[src/rtl/wcc_pkg.sv]
// Purpose: shared constants and types of the wetting current configuration bank
// Assumes: 20 MHz core clock, registers indexed by word, byte address = 4 * index
// Notes: register indices are word numbers on the bus
package wcc_pkg;
  localparam int unsigned CLK_PERIOD_NS = 50;
  localparam int unsigned PULSE_UNIT_NS = 64000;
  localparam int unsigned PULSE_UNIT_CYC = PULSE_UNIT_NS / CLK_PERIOD_NS;
  localparam int unsigned NUM_INPUTS = 24;
  localparam int unsigned NUM_GROUPS = 4;
  localparam int unsigned GROUP_SIZE = 6;
  localparam int unsigned NUM_PAIRS = 4;
  localparam int unsigned ADDR_W = 10;

  localparam logic [7:0] IDX_UPPER_PAIRS = 8'h1e;
  localparam logic [7:0] IDX_TIMING_LEVEL = 8'h1f;
  localparam logic [7:0] IDX_INPUT_ENABLE = 8'h20;

  localparam int unsigned TIME_LSB = 4;
  localparam int unsigned TIME_MSB = 6;
  localparam int unsigned LEVEL_LSB = 0;
  localparam int unsigned LEVEL_MSB = 3;
  localparam int unsigned PAIR_CODE_W = 3;

  localparam logic [11:0] UPPER_PAIRS_RST = 12'h000;
  localparam logic [6:0] TIMING_LEVEL_RST = 7'h00;
  localparam logic [23:0] INPUT_ENABLE_RST = 24'h00_0000;
  localparam logic [31:0] READ_ZERO = 32'h0000_0000;

  // analog current selection driven to each continuous pair source
  typedef enum logic [2:0] {
    WCC_CUR_NONE,
    WCC_CUR_1MA,
    WCC_CUR_2MA,
    WCC_CUR_5MA,
    WCC_CUR_10MA,
    WCC_CUR_15MA
  } wcc_cur_t;

  typedef struct packed {
    logic [2:0] act_time;
    logic [3:0] group_15ma;
  } wcc_pulse_cfg_t;

  typedef enum logic {
    WCC_IDLE,
    WCC_ACTIVE
  } wcc_state_t;
endpackage : wcc_pkg

[src/rtl/wcc_level_dec.sv]
// Purpose: decode the four pair wetting current codes
// Assumes: codes come straight from the register bank
// Notes: purely combinational
`timescale 1ns/1ps
module wcc_level_dec
  import wcc_pkg::*;
(
  // pair codes
  input wire logic [11:0] pair_codes,
  // decoded selections
  output wcc_cur_t pair_cur [NUM_PAIRS]
);
  function automatic wcc_cur_t dec_code(input logic [2:0] code);
    wcc_cur_t r;
    unique case (code)
      3'h0: r = WCC_CUR_NONE;
      3'h1: r = WCC_CUR_1MA;
      3'h2: r = WCC_CUR_2MA;
      3'h3: r = WCC_CUR_5MA;
      3'h4: r = WCC_CUR_10MA;
      default: r = WCC_CUR_15MA; // RULE_01
    endcase
    return r;
  endfunction : dec_code

  for (genvar p = 0; p < NUM_PAIRS; p++) begin : g_pair
    assign pair_cur[p] = dec_code(pair_codes[p*PAIR_CODE_W +: PAIR_CODE_W]); // RULE_01
  end
endmodule : wcc_level_dec

[src/rtl/wcc_bank.sv]
// Purpose: wetting current configuration bank with pulsed wetting mode timing
// Assumes: Avalon-MM slave, byte address, one wait state per access
// Notes: pulse_start comes from logic on core_clk and is not synchronised
//
// Operation
// RULE_01 - pair code 0 none, 1/2/3/4 give 1/2/5/10 mA, 5-7 give 15 mA
// RULE_02 - pairs 12,14,16,18 at bits 2:0,5:3,8:6,11:9, reset to zero
// RULE_03 - activation time field 6:4 gives (code+1) times 64 us, reset zero
// RULE_04 - bits 0-3 pick 10 or 15 mA per six-input group
// RULE_05 - enable bit n activates pulsed current for input n
// RULE_06 - all pulsed enable bits reset to zero
// RULE_07 - timing register at index 0x1F, bits 23:7 read zero
// RULE_08 - enable register at index 0x20, 24 bits read/write, reset zero
// RULE_09 - reserved writes ignored; only enabled inputs pulse for the programmed time
//
// The implementer's own choice: the Avalon-MM slave port.
`timescale 1ns/1ps
module wcc_bank
  import wcc_pkg::*;
#(
  parameter int unsigned PULSE_UNIT_CYCLES = PULSE_UNIT_CYC
) (
  // clock and reset
  input wire logic core_clk,
  input wire logic rstn,
  // avalon-mm slave
  input wire logic [ADDR_W-1:0] address,
  input wire logic read,
  input wire logic write,
  input wire logic [31:0] writedata,
  input wire logic [3:0] byteenable,
  output logic [31:0] readdata,
  output logic waitrequest,
  // pulsed mode trigger
  input wire logic pulse_start,
  // continuous wetting current selection for pairs 12 to 19
  output wcc_cur_t pair_cur [NUM_PAIRS],
  // pulsed wetting current sources
  output logic [NUM_INPUTS-1:0] pulse_on,
  output logic [NUM_INPUTS-1:0] pulse_15ma,
  output logic pulse_busy
);
  function automatic logic [31:0] merge_bytes(input logic [31:0] old_v, input logic [31:0] new_v,
                                             input logic [3:0] be);
    logic [31:0] r;
    r = old_v;
    for (int i = 0; i < 4; i++) begin
      if (be[i]) begin
        r[i*8 +: 8] = new_v[i*8 +: 8];
      end
    end
    return r;
  endfunction : merge_bytes

  logic [11:0] pairs_q;
  wcc_pulse_cfg_t cfg_q;
  logic [23:0] en_q;
  logic ack_q;
  logic [31:0] rdata_q;
  wcc_state_t state_q;
  logic [13:0] pre_q;
  logic [3:0] units_q;
  logic [3:0] units_target_q;
  logic [NUM_INPUTS-1:0] on_q;
  wcc_state_t state_d;
  logic [13:0] pre_d;
  logic [3:0] units_d;
  logic [3:0] units_target_d;
  logic [NUM_INPUTS-1:0] on_d;

  // bus decode
  wire logic req = read | write;
  wire logic [7:0] word_idx = address[ADDR_W-1:2];
  wire logic hit_pairs = (word_idx == IDX_UPPER_PAIRS);
  wire logic hit_cfg = (word_idx == IDX_TIMING_LEVEL); // RULE_07
  wire logic hit_en = (word_idx == IDX_INPUT_ENABLE); // RULE_08
  wire logic do_write = write & ack_q;
  wire logic [31:0] cfg_word = {25'h000_0000, cfg_q.act_time, cfg_q.group_15ma}; // RULE_07
  wire logic [31:0] rd_mux = hit_pairs ? {20'h0_0000, pairs_q} :
                             hit_cfg ? cfg_word :
                             hit_en ? {8'h00, en_q} : READ_ZERO;
  wire logic [31:0] pairs_new = merge_bytes({20'h0_0000, pairs_q}, writedata, byteenable);
  wire logic [31:0] cfg_new = merge_bytes(cfg_word, writedata, byteenable);
  wire logic [31:0] en_new = merge_bytes({8'h00, en_q}, writedata, byteenable);

  // write strobes per register; a write lands only on the acknowledged cycle
  wire logic we_pairs = do_write & hit_pairs;
  wire logic we_cfg = do_write & hit_cfg;
  wire logic we_en = do_write & hit_en;
  // reserved bits are sliced off here, so writes to them are lost
  wire logic [11:0] pairs_d = we_pairs ? pairs_new[11:0] : pairs_q; // RULE_02
  wire wcc_pulse_cfg_t cfg_d = we_cfg ? wcc_pulse_cfg_t'(cfg_new[TIME_MSB:LEVEL_LSB]) : cfg_q; // RULE_09
  wire logic [23:0] en_d = we_en ? en_new[23:0] : en_q; // RULE_08

  // one wait state keeps read data registered without a combinational path to the bus
  wire logic first_cycle = req & ~ack_q;
  wire logic ack_d = first_cycle;
  wire logic [31:0] rdata_d = first_cycle ? (read ? rd_mux : READ_ZERO) : rdata_q;
  assign waitrequest = first_cycle;
  assign readdata = rdata_q;

  always_ff @(posedge core_clk or negedge rstn) begin
    if (!rstn) begin
      ack_q <= 1'b0;
    end else begin
      ack_q <= ack_d;
    end
  end

  always_ff @(posedge core_clk or negedge rstn) begin
    if (!rstn) begin
      rdata_q <= READ_ZERO;
    end else begin
      rdata_q <= rdata_d;
    end
  end

  always_ff @(posedge core_clk or negedge rstn) begin
    if (!rstn) begin
      pairs_q <= UPPER_PAIRS_RST; // RULE_02
    end else begin
      pairs_q <= pairs_d;
    end
  end

  always_ff @(posedge core_clk or negedge rstn) begin
    if (!rstn) begin
      cfg_q <= TIMING_LEVEL_RST; // RULE_07
    end else begin
      cfg_q <= cfg_d;
    end
  end

  always_ff @(posedge core_clk or negedge rstn) begin
    if (!rstn) begin
      en_q <= INPUT_ENABLE_RST; // RULE_06
    end else begin
      en_q <= en_d;
    end
  end

  wcc_level_dec u_dec (
    .pair_codes(pairs_q),
    .pair_cur(pair_cur)
  );

  // pulse timing: a prescaler makes one enable per 64 us unit
  wire logic unit_tick = (pre_q == 14'(PULSE_UNIT_CYCLES - 1));
  wire logic pulse_done = unit_tick & (units_q == units_target_q);

  // a start is only taken when idle, so a second start cannot stretch a burst
  always_comb begin
    state_d = state_q;
    pre_d = pre_q;
    units_d = units_q;
    units_target_d = units_target_q;
    on_d = on_q;
    unique case (state_q)
      WCC_IDLE: begin
        if (pulse_start) begin
          state_d = WCC_ACTIVE;
          pre_d = 14'h0000;
          units_d = 4'h1;
          units_target_d = {1'b0, cfg_q.act_time} + 4'h1; // RULE_03
          on_d = en_q; // RULE_05
        end
      end
      WCC_ACTIVE: begin
        pre_d = unit_tick ? 14'h0000 : pre_q + 14'h0001;
        if (unit_tick) begin
          units_d = units_q + 4'h1;
        end
        if (pulse_done) begin
          state_d = WCC_IDLE;
          on_d = 24'h00_0000; // RULE_09
        end
      end
    endcase
  end

  always_ff @(posedge core_clk or negedge rstn) begin
    if (!rstn) begin
      state_q <= WCC_IDLE;
    end else begin
      state_q <= state_d;
    end
  end

  always_ff @(posedge core_clk or negedge rstn) begin
    if (!rstn) begin
      pre_q <= 14'h0000;
    end else begin
      pre_q <= pre_d;
    end
  end

  always_ff @(posedge core_clk or negedge rstn) begin
    if (!rstn) begin
      units_q <= 4'h0;
    end else begin
      units_q <= units_d;
    end
  end

  // the target is latched at start, so a new time code only affects the next burst
  always_ff @(posedge core_clk or negedge rstn) begin
    if (!rstn) begin
      units_target_q <= 4'h0;
    end else begin
      units_target_q <= units_target_d;
    end
  end

  always_ff @(posedge core_clk or negedge rstn) begin
    if (!rstn) begin
      on_q <= 24'h00_0000;
    end else begin
      on_q <= on_d;
    end
  end

  // enable is gated live so clearing a bit stops that input at once
  assign pulse_on = on_q & en_q; // RULE_09
  assign pulse_busy = (state_q == WCC_ACTIVE);
  for (genvar n = 0; n < NUM_INPUTS; n++) begin : g_lvl
    assign pulse_15ma[n] = cfg_q.group_15ma[n / GROUP_SIZE]; // RULE_04
  end
endmodule : wcc_bank

[config.mk]
export PLATFORM = sky130hd
export DESIGN_NAME = wcc_bank
export DESIGN_NICKNAME = d
export VERILOG_FILES = /design/src/rtl/wcc_pkg.sv /design/src/rtl/wcc_level_dec.sv /design/src/rtl/wcc_bank.sv
export SDC_FILE = /design/constraint.sdc
export NUM_CORES = 1
export LEC_CHECK = 0
export ABC_AREA = 1
export BUFFER_PORTS_ARGS = -buffer_cell sky130_fd_sc_hd__clkbuf_2
export CAP_MARGIN = 10
export CORE_UTILIZATION = 35
export CTS_CLUSTER_DIAMETER = 80
export DETAILED_ROUTE_END_ITERATION = 12
export GPL_TIMING_DRIVEN = 0
export MAX_ROUTING_LAYER = met4
export PLACE_DENSITY = 0.64
export SLEW_MARGIN = 20
export SYNTH_ARGS = -nofsm -noshare
export SYNTH_HDL_FRONTEND = slang
export SYNTH_HIERARCHICAL = 1
export SYNTH_SLANG_ARGS = --single-unit
[constraint.sdc]
create_clock -name core_clk -period 4.85 [get_ports core_clk]
set_clock_uncertainty 0.2 [all_clocks]
set_input_delay 0.485 -clock core_clk [delete_from_list [all_inputs] [get_ports core_clk]]
set_output_delay 0.485 -clock core_clk [all_outputs]
set_load 0.05 [all_outputs]
== Word-level counts from Yosys, hierarchy flattened ==
Cells that the tools add are included.

* Input bits: 51
* Flip-flop bits (word level): 123

* Reduce and logical (&&, ||, !) cells: 13
* Bitwise logic cells: 10
* Mux-type cells: 20
* Equal/unequal tests: 24
* $add $sub $neg: 3

{| class="wikitable"
|+ Operator list
! operator !! count
|-
| $mux 24 || 6
|-
| $pmux 3 s5 || 4
|-
| $pmux 24 s2 || 1
|-
| $mux 14 || 2
|-
| $pmux 14 s2 || 1
|-
| $and 24x24->24 || 1
|-
| $eq 3x2->1 const B || 8
|-
| $reduce_and 2->1 || 9
|-
| $eq 8x5->1 const B || 2
|-
| $add 14x1->14 const B || 1
|-
| $eq 14x11->1 const B || 1
|-
| $eq 3x1->1 const B || 4
|-
| $eq 3x3->1 const B || 4
|-
| $logic_not 3->1 || 4
|-
| $eq 8x6->1 const B || 1
|-
| $mux 4 || 2
|-
| $pmux 4 s2 || 1
|-
| $and 1x1->1 || 6
|-
| $add 3x1->4 const B || 1
|-
| $add 4x1->4 const B || 1
|-
| $eq 4x4->1 || 1
|-
| $ne 2x1->1 const B || 2
|-
| $mux 1 || 2
|-
| $ne 2x2->1 const B || 1
|-
| other kinds (3) || 4
|}

== Logic depth before layout (Yosys ltp) ==
* Word-level depth: 5
* Gate-level depth with buffers: 9
* Depth with buffers taken out: 9

== Hierarchy ==
Netlist, hierarchy kept.

{| class="wikitable"
|+ By module, submodules not included
! module !! cells each !! instances !! area each (um^2)
|-
| wcc_bank || 723 || 1 || 5849.4
|-
| wcc_level_dec || 24 || 1 || 90.1
|}

== Worst setup path before layout ==
OpenSTA, ideal clock, no wires.

* Path type: input -> register
* From: input port read
* To: register rdata_q[3], in the netlist readdata[3]
* Buffers on the path: 1
* Data arrival time: 2.000 ns
* Data required time: 4.584 ns
* Setup time: 0.066 ns
* Stages: 9
* Slack: 2.584 ns
* Cell sequence: nor2_1 nor2_1 nand2_1 inv_2 buf_2 nand2_1 inv_1 nand2_1 nand2_1

* Cells in the longest elaborated chain, start to end: 2
* Elaborated cells between the ends (all ways): 3
* Those cells by class: mux: 1; bitwise: 2

{| class="wikitable"
|+ Ends and longest elaborated chain
! element !! line !! RTL
|-
| start, declared || wcc_bank.sv:28 || <nowiki>input wire logic read,</nowiki>
|-
| $or 1x1->1 || wcc_bank.sv:72 || <nowiki>wire logic req = read | write;</nowiki>
|-
| $and 1x1->1 || wcc_bank.sv:96 || <nowiki>wire logic first_cycle = req & ~ack_q;</nowiki>
|-
| via waitrequest || wcc_bank.sv:33 || <nowiki>output logic waitrequest,</nowiki>
|-
| end signal, assigned || wcc_bank.sv:114 || <nowiki>rdata_q <= rdata_d;</nowiki>
|-
| end, declared || wcc_bank.sv:59 || <nowiki>logic [31:0] rdata_q;</nowiki>
|}

The timed path passes the listed nets, and every way through them passes these cells.
A chain may end at the register's enable or synchronous reset.

== Worst setup path in the final report ==
* From: register ack_q
* To: output port waitrequest

* Cells in the longest elaborated chain, start to end: 2

{| class="wikitable"
|+ Ends and longest elaborated chain
! element !! line !! RTL
|-
| start, declared || wcc_bank.sv:58 || <nowiki>logic ack_q;</nowiki>
|-
| start signal, assigned || wcc_bank.sv:106 || <nowiki>ack_q <= ack_d;</nowiki>
|-
| $not 1->1 || wcc_bank.sv:96 ||
|-
| $and 1x1->1 || wcc_bank.sv:96 ||
|-
| end, declared || wcc_bank.sv:33 ||
|}

Every way passes these cells.

==> flow_metrics.py <==
metrics = {
    "run_status": {
        "outcome": "finished clean",
    },
    "route": {
        "vias_per_cell": 4.63,
        "drc_errors": 0,
        "first_iter_violations": 400,
        "antenna_violating_nets_post_route": 0,
        "route.detailed.wl_per_inst_um": 13.3,
        "routed_wirelength_um": 15000,
        "drt_first_pass_iters": 6,
        "detailroute.via_count": 5244,
    },
    "min_path": {
        "holdPathStages": 3,
        "hold_path.class": "in2reg",
    },
    "placed_design": {
        "io_buffer_count": 124,
        "place_congestion": 0.812,
        "post-place-ws_ns": 2.71,
        "detailed_placement_wirelength_estimate_um": 11000,
        "post-place-cells": 1099,
        "placedInstanceArea_sq_um": 6900,
    },
    "clock_tree": {
        "cts.clk_slew.worst_paths_ns": 0.05,
        "htree_num_levels": 4,
        "cts_buffers": 17,
        "max-clock-path-buffers": 2,
        "worst_skew_pair.late_latency_ns": 0.41,
        "clock_root_cell": "sky130_fd_sc_hd__clkbuf_16",
        "cts_num_sinks": 115,
        "cts_tree": "done",
        "count_of_instances_resized_after_the_clock_tree_is_built": 0,
    },
    "pwr": {
        "power.switching_fraction": 0.264,
        "sequential_share_of_power": 0.430,
        "clockPowerShare": 0.456,
        "net-switching-power_uw": 661,
        "total_power_uw": 2500,
        "max-vdd-ir-drop_mv": 0.255,
        "pwr_density_cell_nw_per_um2": 336,
        "cell_internal_pwr_uw": 1840,
        "power.leakage_uw": 0.00442,
        "comb_power_share": 0.114,
    },
    "logic_synthesis": {
        "synth_top_area_frac": 0.485,
        "yosysWarnings": 6,
        "syn-cell-area_sq_um": 5940,
        "synth_area_leaders": "sky130_fd_sc_hd__dfrtp_1, sky130_fd_sc_hd__nand2_1, sky130_fd_sc_hd__nand3_1, sky130_fd_sc_hd__inv_1, sky130_fd_sc_hd__buf_4",
        "syn_inst": 747,
        "synthFlopType": "sky130_fd_sc_hd__dfrtp_1",
        "synth_area_leader_cell": "sky130_fd_sc_hd__dfrtp_1",
        "synth_cell_type_count": 37,
        "post_synth.cell_area_avg_sq_um": 7.95,
        "synth_enable_flop_cells": 0,
        "ys_ff_latch": 115,
        "async_reset_ff_frac": 1.00,
        "seq_area_frac_synth": 0.485,
    },
    "critical_path": {
        "worstPathMaxFanout": 4,
        "critPathArrivalTime_ns": 1.33,
        "cp.required_ns": 4.16,
        "timing.critical_path.to_type": "output port",
        "regToRegSetupSlack_ns": 2.88,
        "r2r_cells": 9,
        "worstPathCellList": "nor2_1 -> clkbuf_2",
        "worst_setup_path_start_kind": "register",
        "slowest_delay_ns": 0.39,
        "timing.critical_path.slowest_stage_cell": "sky130_fd_sc_hd__dfrtp_1",
        "critical_path_class": "reg2out",
    },
    "global_route": {
        "globalRouteTotalUtil": 0.189,
        "global_route.usage.met2": 0.287,
        "antenna_found_initial": 0,
        "grt_max_degree": 70,
        "grt-busiest-layer": "met2",
        "grt_use_met3": 0.0411,
        "number_of_global_route_vias_before_repair": 4936,
        "grt_first_pass_wirelength_um": 25200,
        "grtUsageMet1": 0.251,
        "globalRoute.totalOverflow": 0,
    },
    "sta": {
        "setup_viol": 0,
        "rsz0062_at_grt": "no",
        "relSlewSlack": 0.567,
        "final.setup.worst_slack_ns": 2.84,
        "layout_min_cycle_time_ns": 2.01,
        "max_clock_freq_ghz": 0.496,
        "tightestPinTransition_ns": 0.647,
        "timing_hold_violations_final": 0,
        "drv_slew": 0,
        "timing.final.crit_share": 0.415,
        "fin_tns_setup_ns": 0,
    },
    "floorplan": {
        "row_count": 47,
        "initial_utilization": 0.358,
        "floorplan.die.width_um": 132,
        "i_o_pins": 145,
        "chipHeight_um": 132,
        "core_ar_sq_um": 16600,
        "dieArea_sq_um": 17500,
    },
    "layout": {
        "drive_gt1_frac": 0.259,
        "nNetsFinal": 953,
        "layout_common_cells": "sky130_fd_sc_hd__nand2_1, sky130_fd_sc_hd__clkbuf_2, sky130_fd_sc_hd__dfrtp_1",
        "layout.cells.most_common": "sky130_fd_sc_hd__nand2_1",
        "final.fill_count": 1686,
        "insertedDiodeCount": 0,
        "flow.area_growth_from_synthesis_pct": 25.5,
        "final_area_sq_um": 7450,
        "regArea_sq_um": 2880,
        "instances_no_fill": 1132,
        "area_of_combinational_cells_with_multiple_inputs_sq_um": 2370,
    },
    "flow_run": {
        "max_cap_viol_count": 0,
    },
}
per-layer routing:
metal / share of wire / vias to the layer above
li1: - / 2631
met1: 0.47 / 2441
met2: 0.46 / 154
met3: 0.049 / 18
met4: 0.015 / 0
met5: 0 / -
sequential cells by signal, summed over array words and instances, names as in the netlist:
signal	flops
units_q	4
pulse_busy	1
pre_q	14
cfg_q	3
on_q	24
en_q	24
pairs_q	12
pulse_15ma	4
ack_q	1
readdata	24
units_target_q	4
power groups by stage:
stage	registers (uW)	logic, uW	clock network, uW
after floorplan	1070	204	0
after global placement	1090	279	0
after detailed placement	1090	287	0
after CTS	1070	288	1160
after global routing	1090	330	1210
final	1070	286	1140
cell usage after synthesis (2+ instances only):
library cell / number
sky130_fd_sc_hd__nor3_1: 2
sky130_fd_sc_hd__buf_4: 36
sky130_fd_sc_hd__inv_1: 79
sky130_fd_sc_hd__inv_2: 7
sky130_fd_sc_hd__o21ai_0: 21
sky130_fd_sc_hd__nor2_4: 4
sky130_fd_sc_hd__nand3_1: 106
sky130_fd_sc_hd__buf_6: 4
sky130_fd_sc_hd__nand3b_1: 7
sky130_fd_sc_hd__ha_1: 3
sky130_fd_sc_hd__nand4_1: 5
sky130_fd_sc_hd__o211ai_1: 7
sky130_fd_sc_hd__nor2_1: 21
sky130_fd_sc_hd__xnor2_1: 2
sky130_fd_sc_hd__o21ai_2: 14
sky130_fd_sc_hd__clkbuf_1: 14
sky130_fd_sc_hd__dfrtp_1: 115
sky130_fd_sc_hd__nand2_2: 3
sky130_fd_sc_hd__nor3_4: 3
sky130_fd_sc_hd__xor2_1: 5
sky130_fd_sc_hd__buf_2: 5
sky130_fd_sc_hd__nand2_1: 269
critical path, delay by kind of cell (launching register included):
| family | cells | cell delay, ns |
|---|---|---|
| buf+inv | 1 | 0.32 |
| flops | 1 | 0.39 |
| simple gates | 1 | 0.21 |
final timing paths:
check | startpoint | to
hold / removal | writedata[2] | en_q[2]$_DFFE_PN0P_
hold reg to reg | readdata[17]$_DFFE_PN0P_ | readdata[17]$_DFFE_PN0P_
setup / recovery | ack_q$_DFF_PN0_ | waitrequest
max in group asynchronous | rstn | readdata[9]$_DFFE_PN0P_
setup reg to reg | pre_q[0]$_DFFE_PN0P_ | on_q[17]$_DFFE_PN0P_
min in group asynchronous | rstn | pre_q[9]$_DFFE_PN0P_
kinds of logic after synthesis:
logic type      count (synthesis)  share of synthesized area
simple gates                  428                      0.324
buf+inv                       146                      0.121
other cells                     1                   0.000631
xor+xnor                        7                     0.0103
fa+ha+maj                       3                    0.00632
compound gates                 47                     0.0527
flops                         115                      0.485
per-stage QoR:
stage	hold WS (ns)	util
5_1_grt	0.0973	0.450
3_3_place_gp	0.267	0.414
3_5_place_dp	0.257	0.416
2_1_floorplan	-0.0106	-
6_report	0.101	0.450
4_1_cts	0.0929	0.450
area by class of cell:
| cell class | count | area share |
|---|---|---|
| clock inverter | 4 | 0.00269 |
| sequential | 115 | 0.386 |
| inverter | 87 | 0.0438 |
| tap | 220 | 0.0369 |
| timing repair buffer | 126 | 0.0895 |
| buffer | 59 | 0.0527 |
| clock buffer | 28 | 0.0707 |
| multi-input combinational | 493 | 0.318 |
timing repair:
action / CTS / global route
hold buffers: 1 / 0
endpoints found under the hold margin: 46 / 0
buffers inserted: 0 / 0
No activity file was read; power rests on OpenSTA's default activity.
